--- src/common/flash_host_pkg.sv ---
package flash_host_pkg;

    // ------------------------------------------------------------
    // Register map of the host controller (APB, byte addresses)
    // ------------------------------------------------------------
    localparam logic [11:0] ctrl_off = 12'h000;
    localparam logic [11:0] addr_off = 12'h004;
    localparam logic [11:0] data_off = 12'h008;
    localparam logic [11:0] stat_off = 12'h00c;
    localparam logic [11:0] rdat_off = 12'h010;

    // Control register fields
    localparam int ctrl_op_lsb = 0;
    localparam int ctrl_op_w = 4;
    localparam int ctrl_go_bit = 4;
    localparam int ctrl_hv_bit = 5;

    // Status register fields
    localparam int stat_busy_bit = 0;
    localparam int stat_done_bit = 1;
    localparam int stat_wake_bit = 2;

    // ------------------------------------------------------------
    // Operations software can order
    // ------------------------------------------------------------
    localparam logic [3:0] op_read = 4'h0;
    localparam logic [3:0] op_read_array = 4'h1;
    localparam logic [3:0] op_read_id = 4'h2;
    localparam logic [3:0] op_read_status = 4'h3;
    localparam logic [3:0] op_clear_status = 4'h4;
    localparam logic [3:0] op_erase = 4'h5;
    localparam logic [3:0] op_byte_write = 4'h6;
    localparam logic [3:0] op_suspend = 4'h7;
    localparam logic [3:0] op_resume = 4'h8;
    localparam logic [3:0] op_set_block_lock = 4'h9;
    localparam logic [3:0] op_set_master_lock = 4'ha;
    localparam logic [3:0] op_clear_locks = 4'hb;
    localparam logic [3:0] op_powerdown = 4'hc;
    localparam logic [3:0] op_wake = 4'hd;

    // ------------------------------------------------------------
    // Device command codes
    // ------------------------------------------------------------
    localparam logic [7:0] cmd_read_array = 8'hff;
    localparam logic [7:0] cmd_read_id = 8'h90;
    localparam logic [7:0] cmd_read_status = 8'h70;
    localparam logic [7:0] cmd_clear_status = 8'h50;
    localparam logic [7:0] cmd_erase_setup = 8'h20;
    localparam logic [7:0] cmd_confirm = 8'hd0;
    localparam logic [7:0] cmd_write_setup = 8'h40;
    localparam logic [7:0] cmd_write_setup_alt = 8'h10;
    localparam logic [7:0] cmd_suspend = 8'hb0;
    localparam logic [7:0] cmd_lock_setup = 8'h60;
    localparam logic [7:0] cmd_set_block_lock = 8'h01;
    localparam logic [7:0] cmd_set_master_lock = 8'hf1;
    localparam logic [7:0] status_after_wake = 8'h80;

    // ------------------------------------------------------------
    // Timing
    // ------------------------------------------------------------
    localparam int clk_ns = 40;
    localparam int powerdown_min_ns = 100;
    localparam int powerdown_cycles = (powerdown_min_ns + clk_ns - 1) / clk_ns;
    localparam int wake_before_write_ns = 1000;
    localparam int wake_cycles = (wake_before_write_ns + clk_ns - 1) / clk_ns;
    localparam int strobe_cycles = 3;
    localparam int read_cycles = 4;

    // ------------------------------------------------------------
    // Pin bundle toward the flash
    // ------------------------------------------------------------
    typedef struct packed {
        logic chip_select_n;
        logic output_gate_n;
        logic write_strobe_n;
        logic reset_powerdown_low;
        logic override_high_level;
        logic [19:0] address;
        logic [7:0] data_out;
        logic data_oe;
    } flash_pins_s;

    typedef enum logic [3:0] {
        st_idle,
        st_w_setup,
        st_w_strobe,
        st_w_hold,
        st_gap,
        st_r_setup,
        st_r_wait,
        st_r_end,
        st_pd_hold,
        st_wake
    } host_state_e;

endpackage

--- src/design/flash_host.sv ---
`timescale 1ns/1ps
`default_nettype none

module flash_host #(
    parameter int wake_count = flash_host_pkg::wake_cycles
) (
    input wire logic pclk,
    input wire logic presetn,
    input wire logic psel,
    input wire logic penable,
    input wire logic pwrite,
    input wire logic [11:0] paddr,
    input wire logic [31:0] pwdata,
    output logic [31:0] prdata,
    output logic pready,
    output logic pslverr,
    output flash_host_pkg::flash_pins_s pins,
    input wire logic [7:0] flash_data_in
);

    // ------------------------------------------------------------
    // State
    // ------------------------------------------------------------
    typedef struct packed {
        flash_host_pkg::host_state_e st;
        logic [3:0] op;
        logic hv;
        logic [19:0] addr;
        logic [7:0] data;
        logic [7:0] rdata;
        logic second;
        logic [15:0] cnt;
        logic done;
        logic [31:0] prdata;
        logic pready;
        logic pslverr;
        flash_host_pkg::flash_pins_s pins;
    } host_s;

    host_s s_q;
    host_s s_d;

    function automatic logic [7:0] first_code(input logic [3:0] op);
        case (op)
            flash_host_pkg::op_read_array: first_code = flash_host_pkg::cmd_read_array;
            flash_host_pkg::op_read_id: first_code = flash_host_pkg::cmd_read_id;
            flash_host_pkg::op_read_status: first_code = flash_host_pkg::cmd_read_status;
            flash_host_pkg::op_clear_status: first_code = flash_host_pkg::cmd_clear_status;
            flash_host_pkg::op_erase: first_code = flash_host_pkg::cmd_erase_setup;
            flash_host_pkg::op_byte_write: first_code = flash_host_pkg::cmd_write_setup;
            flash_host_pkg::op_suspend: first_code = flash_host_pkg::cmd_suspend;
            flash_host_pkg::op_resume: first_code = flash_host_pkg::cmd_confirm;
            default: first_code = flash_host_pkg::cmd_lock_setup;
        endcase
    endfunction

    function automatic logic two_step(input logic [3:0] op);
        two_step = (op == flash_host_pkg::op_erase) || (op == flash_host_pkg::op_byte_write)
            || (op == flash_host_pkg::op_set_block_lock)
            || (op == flash_host_pkg::op_set_master_lock)
            || (op == flash_host_pkg::op_clear_locks);
    endfunction

    function automatic logic [7:0] second_code(input logic [3:0] op, input logic [7:0] d);
        case (op)
            flash_host_pkg::op_byte_write: second_code = d;
            flash_host_pkg::op_set_block_lock: second_code = flash_host_pkg::cmd_set_block_lock;
            flash_host_pkg::op_set_master_lock: second_code = flash_host_pkg::cmd_set_master_lock;
            default: second_code = flash_host_pkg::cmd_confirm;
        endcase
    endfunction

    logic setup_phase;
    logic wr;
    logic rd;
    logic known_op;
    assign setup_phase = psel & ~penable;
    assign wr = setup_phase & pwrite;
    assign rd = setup_phase & ~pwrite;
    // Codes outside the defined set are never put on the bus
    assign known_op = (pwdata[3:0] <= flash_host_pkg::op_wake);

    // ------------------------------------------------------------
    // Next state
    // ------------------------------------------------------------
    always_comb begin
        s_d = s_q;
        s_d.pready = 1'b0;
        s_d.pslverr = 1'b0;
        // APB: no wait state, answer in the cycle after setup
        if (setup_phase) begin
            s_d.pready = 1'b1;
            s_d.prdata = 32'h0000_0000;
            case (paddr)
                flash_host_pkg::ctrl_off: begin
                    s_d.prdata = {26'h0, s_q.hv, 1'b0, s_q.op};
                    if (wr) begin
                        if (pwdata[flash_host_pkg::ctrl_go_bit]) begin
                            if (s_q.st != flash_host_pkg::st_idle || !known_op) begin
                                s_d.pslverr = 1'b1;
                            end else begin
                                // Override request only changes with an accepted order
                                s_d.hv = pwdata[flash_host_pkg::ctrl_hv_bit];
                                s_d.op = pwdata[3:0];
                                s_d.done = 1'b0;
                                s_d.second = 1'b0;
                                s_d.cnt = 16'h0;
                                if (pwdata[3:0] == flash_host_pkg::op_read) begin
                                    s_d.st = flash_host_pkg::st_r_setup;
                                end else if (pwdata[3:0] == flash_host_pkg::op_powerdown) begin
                                    s_d.st = flash_host_pkg::st_pd_hold;
                                end else if (pwdata[3:0] == flash_host_pkg::op_wake) begin
                                    s_d.st = flash_host_pkg::st_wake;
                                end else begin
                                    s_d.st = flash_host_pkg::st_w_setup;
                                end
                            end
                        end
                    end
                end
                flash_host_pkg::addr_off: begin
                    s_d.prdata = {12'h0, s_q.addr};
                    if (wr) begin
                        s_d.addr = pwdata[19:0];
                    end
                end
                flash_host_pkg::data_off: begin
                    s_d.prdata = {24'h0, s_q.data};
                    if (wr) begin
                        s_d.data = pwdata[7:0];
                    end
                end
                flash_host_pkg::stat_off: begin
                    s_d.prdata = {29'h0, s_q.pins.reset_powerdown_low & (s_q.st != flash_host_pkg::st_wake),
                                  s_q.done, s_q.st != flash_host_pkg::st_idle};
                end
                flash_host_pkg::rdat_off: begin
                    s_d.prdata = {24'h0, s_q.rdata};
                end
                default: begin
                    s_d.pslverr = 1'b1;
                end
            endcase
            if (rd && s_d.pslverr) begin
                s_d.prdata = 32'h0000_0000;
            end
        end

        // Override level requested after any accepted order with the hv bit set, while the reset pin is high
        // Dropped with the reset pin, never a cycle after it
        s_d.pins.override_high_level = s_q.hv && s_q.pins.reset_powerdown_low
            && (s_q.st != flash_host_pkg::st_pd_hold);

        case (s_q.st)
            flash_host_pkg::st_idle: begin
                s_d.pins.chip_select_n = 1'b1;
                s_d.pins.output_gate_n = 1'b1;
                s_d.pins.write_strobe_n = 1'b1;
                s_d.pins.data_oe = 1'b0;
            end
            flash_host_pkg::st_w_setup: begin
                // Gate stays high so it never overlaps the strobe
                s_d.pins.output_gate_n = 1'b1;
                s_d.pins.chip_select_n = 1'b0;
                s_d.pins.address = s_q.addr;
                s_d.pins.data_out = s_q.second ? second_code(s_q.op, s_q.data)
                                               : first_code(s_q.op);
                s_d.pins.data_oe = 1'b1;
                s_d.cnt = 16'h0;
                s_d.st = flash_host_pkg::st_w_strobe;
            end
            flash_host_pkg::st_w_strobe: begin
                s_d.pins.write_strobe_n = 1'b0;
                s_d.cnt = s_q.cnt + 16'h1;
                if (s_q.cnt == 16'(flash_host_pkg::strobe_cycles - 1)) begin
                    s_d.st = flash_host_pkg::st_w_hold;
                end
            end
            flash_host_pkg::st_w_hold: begin
                // Strobe rises first; address and data still held
                s_d.pins.write_strobe_n = 1'b1;
                s_d.st = flash_host_pkg::st_gap;
            end
            flash_host_pkg::st_gap: begin
                s_d.pins.chip_select_n = 1'b1;
                s_d.pins.data_oe = 1'b0;
                if (!s_q.second && two_step(s_q.op)) begin
                    s_d.second = 1'b1;
                    s_d.st = flash_host_pkg::st_w_setup;
                end else begin
                    s_d.done = 1'b1;
                    s_d.st = flash_host_pkg::st_idle;
                end
            end
            flash_host_pkg::st_r_setup: begin
                s_d.pins.write_strobe_n = 1'b1;
                s_d.pins.data_oe = 1'b0;
                s_d.pins.address = s_q.addr;
                s_d.pins.chip_select_n = 1'b0;
                s_d.cnt = 16'h0;
                s_d.st = flash_host_pkg::st_r_wait;
            end
            flash_host_pkg::st_r_wait: begin
                s_d.pins.output_gate_n = 1'b0;
                s_d.cnt = s_q.cnt + 16'h1;
                if (s_q.cnt == 16'(flash_host_pkg::read_cycles - 1)) begin
                    s_d.rdata = flash_data_in;
                    s_d.st = flash_host_pkg::st_r_end;
                end
            end
            flash_host_pkg::st_r_end: begin
                s_d.pins.output_gate_n = 1'b1;
                s_d.pins.chip_select_n = 1'b1;
                s_d.done = 1'b1;
                s_d.st = flash_host_pkg::st_idle;
            end
            flash_host_pkg::st_pd_hold: begin
                // Low is held at least the minimum, then until a wake order
                s_d.pins.chip_select_n = 1'b1;
                s_d.pins.output_gate_n = 1'b1;
                s_d.pins.data_oe = 1'b0;
                s_d.pins.reset_powerdown_low = 1'b0;
                s_d.cnt = s_q.cnt + 16'h1;
                if (s_q.cnt == 16'(flash_host_pkg::powerdown_cycles - 1)) begin
                    s_d.done = 1'b1;
                    s_d.st = flash_host_pkg::st_idle;
                end
            end
            flash_host_pkg::st_wake: begin
                s_d.pins.reset_powerdown_low = 1'b1;
                s_d.cnt = s_q.cnt + 16'h1;
                // Device comes back in array mode; no command needed
                if (s_q.cnt == 16'(wake_count - 1)) begin
                    s_d.done = 1'b1;
                    s_d.st = flash_host_pkg::st_idle;
                end
            end
            default: begin
                s_d.st = flash_host_pkg::st_idle;
            end
        endcase
    end

    // ------------------------------------------------------------
    // Registers
    // ------------------------------------------------------------
    // Reset pin tracks presetn through this flop, as with a CPU reset
    always_ff @(posedge pclk or negedge presetn) begin
        if (!presetn) begin
            s_q <= '0;
            s_q.st <= flash_host_pkg::st_wake;
            s_q.pins.chip_select_n <= 1'b1;
            s_q.pins.output_gate_n <= 1'b1;
            s_q.pins.write_strobe_n <= 1'b1;
            s_q.pins.reset_powerdown_low <= 1'b0;
        end else begin
            s_q <= s_d;
        end
    end

    assign prdata = s_q.prdata;
    assign pready = s_q.pready;
    assign pslverr = s_q.pslverr;
    assign pins = s_q.pins;

endmodule

`default_nettype wire

--- config.mk ---
export PLATFORM = sky130hd
export DESIGN_NAME = flash_host
export DESIGN_NICKNAME = d
export VERILOG_FILES = /design/src/common/flash_host_pkg.sv /design/src/design/flash_host.sv
export SDC_FILE = /design/constraint.sdc
export NUM_CORES = 1
export LEC_CHECK = 0
export BUFFER_PORTS_ARGS = -buffer_cell sky130_fd_sc_hd__clkbuf_2
export CORE_MARGIN = 2
export CORE_UTILIZATION = 56
export DETAILED_ROUTE_END_ITERATION = 10
export GPL_TIMING_DRIVEN = 0
export PLACE_DENSITY = 0.81
export SETUP_SLACK_MARGIN = 0.02
export SLEW_MARGIN = 20
export SYNTH_ARGS = -nofsm -noshare
export SYNTH_HDL_FRONTEND = slang
export SYNTH_SLANG_ARGS = --single-unit
--- constraint.sdc ---
create_clock -name pclk -period 2.3 [get_ports pclk]
set_clock_uncertainty 0.05 [all_clocks]
set_input_delay 0.46 -clock pclk [delete_from_list [all_inputs] [get_ports pclk]]
set_output_delay 0.46 -clock pclk [all_outputs]
set_load 0.02 [all_outputs]
==> reports/qor.log, run 1 <==
INFO  synth          syn_avg_cell_area=10.98um2
INFO  layout         postLayoutCoreUtil=71.56%
INFO  cts            tritoncts_clock_tree=yes
INFO  layout         post_route_cells_drive_above_1_share=42.05%
INFO  critical_path  critical_path_peak_fanout=10
INFO  synth          syn-instance-count=577
INFO  sta            final_hold_viol_count=0
INFO  grt            maximum_number_of_pins_on_one_net_before_global_route_repair=90
INFO  cts            clock_sinks=119
INFO  layout         area.growth.synth_to_final=23.50%
INFO  layout         instances_no_fill=863
INFO  critical_path  crit-reg2reg-capture=s_q[69]$_DFFE_PN0P_
INFO  power          combinationalPowerShare=3.8%
INFO  cts            maximum_buffer_depth_of_the_clock_tree=2
INFO  placed_design  detailed_place_hpwl=10630um
INFO  route          detail_route.wirelength.met1=6058um
INFO  cts            insertion_delay=420ps
INFO  sta            timing.final.max_slew_violations=0
INFO  floorplanning  fp.dieArea=12180um2
INFO  route          finalWirelength=14830um
INFO  sta            max_freq=475.0MHz
INFO  floorplanning  start_util=57.94%
INFO  critical_path  worstPathArrival=2390ps
INFO  sta            rsz0062_at_grt=no
INFO  synth          synth_sequential_area_ratio=47.10%
INFO  grt            grt_first_pass_wirelength=23710um
INFO  power          total_switching_power=1.070mW
INFO  synth          synth_enable_flop_cells=0
INFO  sta            hold_slack=221.5ps
INFO  cts            clk_pin_slew=60ps
INFO  power          power_per_cell_area=692.7nW/um2
INFO  cts            clock_tree.root_cell=clkbuf_16
INFO  placed_design  weighted_congestion_reported_at_the_end_of_routability_driven_placement=0.8662
INFO  critical_path  r2r_path_start=s_q[127]$_DFF_PN1_
INFO  critical_path  timing_worst_setup_path_type=reg -> reg
INFO  route          drt-vias-per-instance=5.656
INFO  route          first_pass_iters=4
INFO  layout         n_antenna_cell=0
INFO  route          met3_wirelength=898um
INFO  route          post_drt_wl_per_cell=17.19um
INFO  power          seq_power_share=39.0%
INFO  synth          synthArstFlopShare=100.0%
INFO  sta            max_slew_margin=56.44%
INFO  power          leakage=3.909nW
INFO  critical_path  timing.reg2reg.worst_path_depth=7
INFO  grt            grt.total_usage=25.75%
INFO  grt            number_of_antenna_violations_at_the_first_check_in_global_routing=0
INFO  layout         nets=775
INFO  critical_path  worstSetupStartpointType=flop
INFO  synth          yosys_register_bits=119
INFO  route          detail_route.iter0.violations=268
INFO  synth          synth_cell_types=71
INFO  route          num_vias=4881
INFO  floorplanning  die-height=110.4um
INFO  hold_path      timing.hold.worst.start=pwdata[18]
INFO  power          power_report.internal_total=4.350mW
INFO  critical_path  endpoint_kind=flop
INFO  hold_path      hold-path-endpoint=s_q[120]$_DFFE_PN0P_
INFO  route          dr.max_layer_used=met4
INFO  route          antenna_left=0
INFO  hold_path      hold-path-cell-count=2
INFO  hold_path      min_delay_worst_type=in -> reg
INFO  placed_design  dpl.cell_count=829
INFO  synth          yosys.area.top_type=dfrtp_1
INFO  sta            period_share=91.53%
INFO  run_status     run_status=complete, no violations
INFO  sta            timing.final.setup_violations=0
INFO  cts            cts-buffers-inserted=17
INFO  critical_path  required=2590ps
INFO  critical_path  rrSetupSlack=190ps
INFO  synth          synth_top_flop_cell=dfrtp_1
INFO  cts            cts_htree_levels=4
INFO  sta            worstMarginPinSlew=636.9ps
INFO  floorplanning  die-width=110.4um
INFO  synth          synth_top_area_share=45.02%
INFO  synth          yosysWarnings=0
INFO  synth          mappedNetlistArea=6336um2
INFO  floorplanning  design.core.area=10940um2
INFO  floorplanning  core.rowCount=38
INFO  route          wl_met2=7475um
INFO  synth          synth.top_cells.by_area=dfrtp_1 (45%), buf_4 (8.1%), mux2_4 (6.6%), mux2_2 (6.0%), o21ai_0 (3.3%)
INFO  power          power_frac_clock=57.1%
INFO  power          p_sw_share=19.75%
INFO  grt            first_global_vias=4808
INFO  grt            global_route.overflow_total=0
INFO  placed_design  port_buffers=100
INFO  sta            timing.final.crit_period=2105ps
INFO  route          post-route-drc-count=0
INFO  floorplanning  ios=125
INFO  run            drv_cap=0
INFO  power          vdd_ir_drop_max=0.6395mV
-- worst max-delay path, cell delays in order (launching register included) --
cell	delay, ps
dfstp_2	540
buf_4	170
xnor2_1	170
o21ai_0	170
a31oi_2	400
buf_2	310
nor2_1	80
a21oi_1	130
-- cells in the mapped netlist, types with 3 or more instances --
cell,number
buf_4,68
mux2_2,34
nand2b_1,3
ha_1,8
and2_1,4
nor2_1,33
mux2i_1,3
nand2_1,45
a21oi_1,32
nor2b_1,6
a22oi_1,7
o211ai_1,3
nor4_2,3
clkbuf_1,12
nand4_1,7
nor3_1,7
nand3_1,9
inv_1,9
o31ai_1,3
nor3b_1,3
mux4_2,3
and3b_1,3
and3_1,3
dfrtp_1,114
a22o_1,14
buf_2,8
mux2_4,28
buf_6,3
a31oi_1,10
dfstp_2,5
o21ai_0,42
-- sequential cells by signal, indices dropped and copies added, names as in the netlist --
register,count
s_q,63
pins,34
prdata,20
pready,1
pslverr,1
-- how the worst max path moves through the flow --
stage	start	to	slack, ps	cells past startpoint
2_1_floorplan	paddr[10]	s_q[102]$_DFFE_PN0P_	390	7
5_1_grt	s_q[124]$_DFFE_PN0P_	s_q[68]$_DFF_PN0_	80	7
4_1_cts	s_q[81]$_DFFE_PN0P_	s_q[92]$_DFFE_PN0P_	60	4
6_report	s_q[127]$_DFF_PN1_	s_q[69]$_DFFE_PN0P_	190	7
3_5_place_dp	paddr[10]	s_q[100]$_DFFE_PN0P_	-20	6
3_3_place_gp	presetn	pins[19]$_DFFE_PN0N_	-940	1
-- layout by cell type, fill, tap and decap left out, drive strengths merged, types with 4 or more instances in the layout --
cell type and instances:
clkbuf 132, nor4 6, dfrtp 114, and2 5, nor2 33, clkinvlp 4
dfstp 5, inv 10, bufinv 7, nor2b 6, nor3b 4, mux2 62
a31oi 12, buf 83, nand3 10, nand4 7, nand2 46, a22oi 7
a21oi 32, a22o 14, ha 8, and3 4, conb 12, nor3 8
o21ai 44
-- metal layers --
| layer | vias up | track usage [%] |
|---|---|---|
| li1 | 2267 | - |
| met1 | 2389 | 31.60 |
| met2 | 190 | 44.13 |
| met3 | 35 | 5.291 |
| met4 | 0 | 10.98 |
| met5 | - | 0 |
-- logic make-up after synthesis --
family          share of synthesized area [%]
buf+inv                                 10.72
simple gates                            12.68
compound gates                          13.21
xor+xnor                               0.2765
fa+ha+maj                               1.738
other cells                           0.05918
flops                                   47.10
mux                                     14.22
-- final cells by class --
class / instances / area, um2
fill: 804 / 3110
tap: 140 / 175.2
clock buffer: 19 / 442.9
multi-input combinational: 365 / 2726
timing repair buffer: 103 / 566.8
buffer: 94 / 641.9
inverter: 10 / 37.54
clock inverter: 13 / 250.2
sequential: 119 / 2984
-- metrics by stage --
stage	setup slack, ps	total power, mW	setup TNS, ps	instance area, um2
floorplan	387.8	2.239	0	6377
global placement	-935.7	2.344	-106610	7053
detailed placement	-19.98	2.357	-79.79	7089
CTS	57.65	5.455	0	7792
global route	77.83	5.576	0	7825
finish	194.8	5.420	0	7825
-- timing repair --
action / 4_1_cts / 5_1_grt
hold buffers: 1 / 0
setup buffers: 0 / 1
gates resized for setup: 0 / 2
endpoints found under the hold margin: 25 / 0
setup endpoints to repair: 0 / 16
-- power by group through the flow --
stage | clock (mW) | combinational (mW) | sequential (mW)
after floorplan | 0 | 0.0873 | 2.15
after global placement | 0 | 0.193 | 2.15
after detailed placement | 0 | 0.205 | 2.15
after CTS | 3.13 | 0.209 | 2.12
after global routing | 3.23 | 0.230 | 2.12
final | 3.10 | 0.207 | 2.12
No activity file was read; power rests on OpenSTA's default activity.
==> run 2: changes to the inputs <==
Settings changed: CORE_ASPECT_RATIO set to 0.9.
==> run 2 against run 1 <==
  * Clock-buffer cell count fell by 2
  * Worst hold slack better by 0.93 ps
  * Clock power decreased by 13%
  * Global-route usage is 0.55 points higher
  * Final cell count grew 1.4%
  * Register-to-register slack better by 70 ps
  * Total power down 7.5%
  * Sequential cell count unchanged
  * Die area about the same
  * Wire length increased by 1.3%
==> reports/qor.log, run 2 (synthesized netlist as in run 1, its figures left out) <==
INFO  sta            timing.final.setup_violations=0
INFO  critical_path  endpoint_kind=flop
INFO  sta            rsz0062_at_grt=no
INFO  floorplanning  design.core.area=10950um2
INFO  grt            number_of_antenna_violations_at_the_first_check_in_global_routing=0
INFO  critical_path  critical_path.max_stage_delay=550ps
INFO  grt            grt.total_usage=26.30%
INFO  cts            cts_htree_levels=4
INFO  layout         postLayoutCoreUtil=70.84%
INFO  floorplanning  die-width=116.1um
INFO  cts            maximum_buffer_depth_of_the_clock_tree=2
INFO  grt            maximum_number_of_pins_on_one_net_before_global_route_repair=75
INFO  floorplanning  fp.dieArea=12180um2
INFO  layout         stdcell_area=7754um2
INFO  grt            grt_first_pass_wirelength=24740um
INFO  layout         area.growth.synth_to_final=22.37%
INFO  route          post_drt_wl_per_cell=17.18um
INFO  critical_path  critical_path.slowest_cell=dfstp_2
INFO  run_status     run_status=complete, no violations
INFO  sta            worstMarginPinSlew=675.2ps
INFO  route          drt-vias-per-instance=5.623
INFO  route          first_pass_iters=5
INFO  critical_path  worstPathArrival=2280ps
INFO  route          num_vias=4920
INFO  cts            clock_tree.root_cell=clkbuf_16
INFO  sta            final_hold_viol_count=0
INFO  route          post-route-drc-count=0
INFO  placed_design  detailed_place_hpwl=10370um
INFO  critical_path  timing_worst_setup_path_type=reg -> reg
INFO  critical_path  rrSetupSlack=260ps
INFO  floorplanning  ios=125
INFO  route          finalWirelength=15030um
INFO  grt            first_global_vias=4909
INFO  grt            global_route.overflow_total=0
INFO  placed_design  placement.cell_area=7104um2
INFO  cts            insertion_delay=420ps
INFO  layout         mostFrequentLayoutCells=dfrtp_1 (114), clkbuf_2 (100), buf_4 (68)
INFO  sta            timing.final.crit_period=2040ps
INFO  cts            cts-buffers-inserted=17
INFO  power          vdd_ir_drop_max=0.4075mV
INFO  cts            clock_sinks=119
INFO  cts            tritoncts_clock_tree=yes
INFO  critical_path  worstSetupStartpointType=flop
INFO  sta            max_slew_margin=53.82%
INFO  critical_path  worst_setup_path_startpoint=s_q[130]$_DFF_PN1_
INFO  run            drv_cap=0
INFO  floorplanning  core.rowCount=36
INFO  critical_path  cp_cell_sequence=buf_2 -> inv_1 -> a31oi_2 -> buf_2 -> nor2_1 -> o21ai_0 -> o21ai_0
INFO  layout         nets=775
INFO  sta            period_share=88.68%
INFO  cts            clk_pin_slew=60ps
INFO  critical_path  critical_path_peak_fanout=10
INFO  layout         flip_flop_count_of_the_largest_register_all_copies_and_words_added=63
INFO  sta            max_freq=490.3MHz
INFO  route          detail_route.iter0.violations=397
INFO  layout         n_antenna_cell=0
INFO  power          power_per_cell_area=646.6nW/um2
INFO  hold_path      timing.hold.worst.start=flash_data_in[6]
INFO  power          leakage=3.865nW
INFO  placed_design  weighted_congestion_reported_at_the_end_of_routability_driven_placement=0.9332
INFO  floorplanning  die-height=104.9um
INFO  sta            timing.final.max_slew_violations=0
INFO  layout         post_route_cells_drive_above_1_share=42.19%
INFO  floorplanning  start_util=57.89%
INFO  route          antenna_left=0
INFO  layout         registers.top_by_ff_count=s_q
INFO  placed_design  port_buffers=100
INFO  critical_path  r2r_path_start=s_q[130]$_DFF_PN1_
INFO  hold_path      min_delay_worst_type=in -> reg
INFO  layout         layout.cells.most_common=dfrtp_1
INFO  critical_path  required=2540ps
## run 2: repair_timing
item                       in CTS  in global routing
resized for setup               0                  2
hold endpoints to repair       45                  0
setup endpoints to repair       0                 15
buffers inserted                0                  1
hold buffers                    1                  0
## run 2: final timing paths
| path | endpoint | depth (start not counted) |
|---|---|---|
| setup reg to reg | s_q[79]$_DFFE_PN0P_ | 7 |
| setup / recovery | s_q[79]$_DFFE_PN0P_ | 7 |
| hold reg to reg | prdata[1]$_DFFE_PN0N_ | 2 |
| max in group asynchronous | s_q[127]$_DFF_PN1_ | 3 |
| hold / removal | s_q[92]$_DFFE_PN0P_ | 2 |
| min in group asynchronous | s_q[74]$_DFFE_PN0P_ | 2 |
## run 2: metal layers
| metal | up-vias | GRT usage (%) | part of all wire [%] |
|---|---|---|---|
| met2 | 195 | 41.94 | 47 |
| met3 | 39 | 5.336 | 5.8 |
| met1 | 2426 | 35.23 | 44 |
| li1 | 2260 | - | - |
| met5 | - | 0 | 0 |
| met4 | 0 | 10.37 | 2.6 |
## run 2: cell type report
| class | instances | area [um2] |
|---|---|---|
| Sequential cell | 119 | 2984 |
| Timing Repair Buffer | 103 | 566.8 |
| Buffer | 94 | 641.9 |
| Inverter | 10 | 37.54 |
| Fill cell | 784 | 3192 |
| Tap cell | 152 | 190.2 |
| Clock buffer | 17 | 425.4 |
| Multi-Input combinational cell | 365 | 2726 |
| Clock inverter | 15 | 181.4 |
## run 2: critical path, delay by kind of cell, from the launching register on
kind	cells	cell delay [ps]
and+or+nand+nor	1	50
DFF	1	550
AOI/OAI and AO/OA	3	660
buffers and inverters	3	590
## run 2: report_power, final
group          internal [mW]  leakage [nW]  total (mW)  switching, mW
Clock                   1.70         0.281        2.69          0.988
Sequential              2.11          1.61        2.12        0.00854
Combinational         0.0791          1.97       0.208          0.129
## run 2: metrics by stage
step / setup slack, ps / power [mW] / setup TNS, ps / hold WS [ps] / std cells
4_1_cts: 70.10 / 5.031 / 0 / 215.3 / 874
5_1_grt: 47.25 / 5.147 / 0 / 214.1 / 875
6_report: 260.3 / 5.013 / 0 / 222.5 / 875
3_5_place_dp: 12.86 / 2.358 / 0 / 367.7 / 841
3_3_place_gp: -956.6 / 2.346 / -109170 / 418.2 / 840
2_1_floorplan: 387.8 / 2.239 / 0 / 114.4 / 588
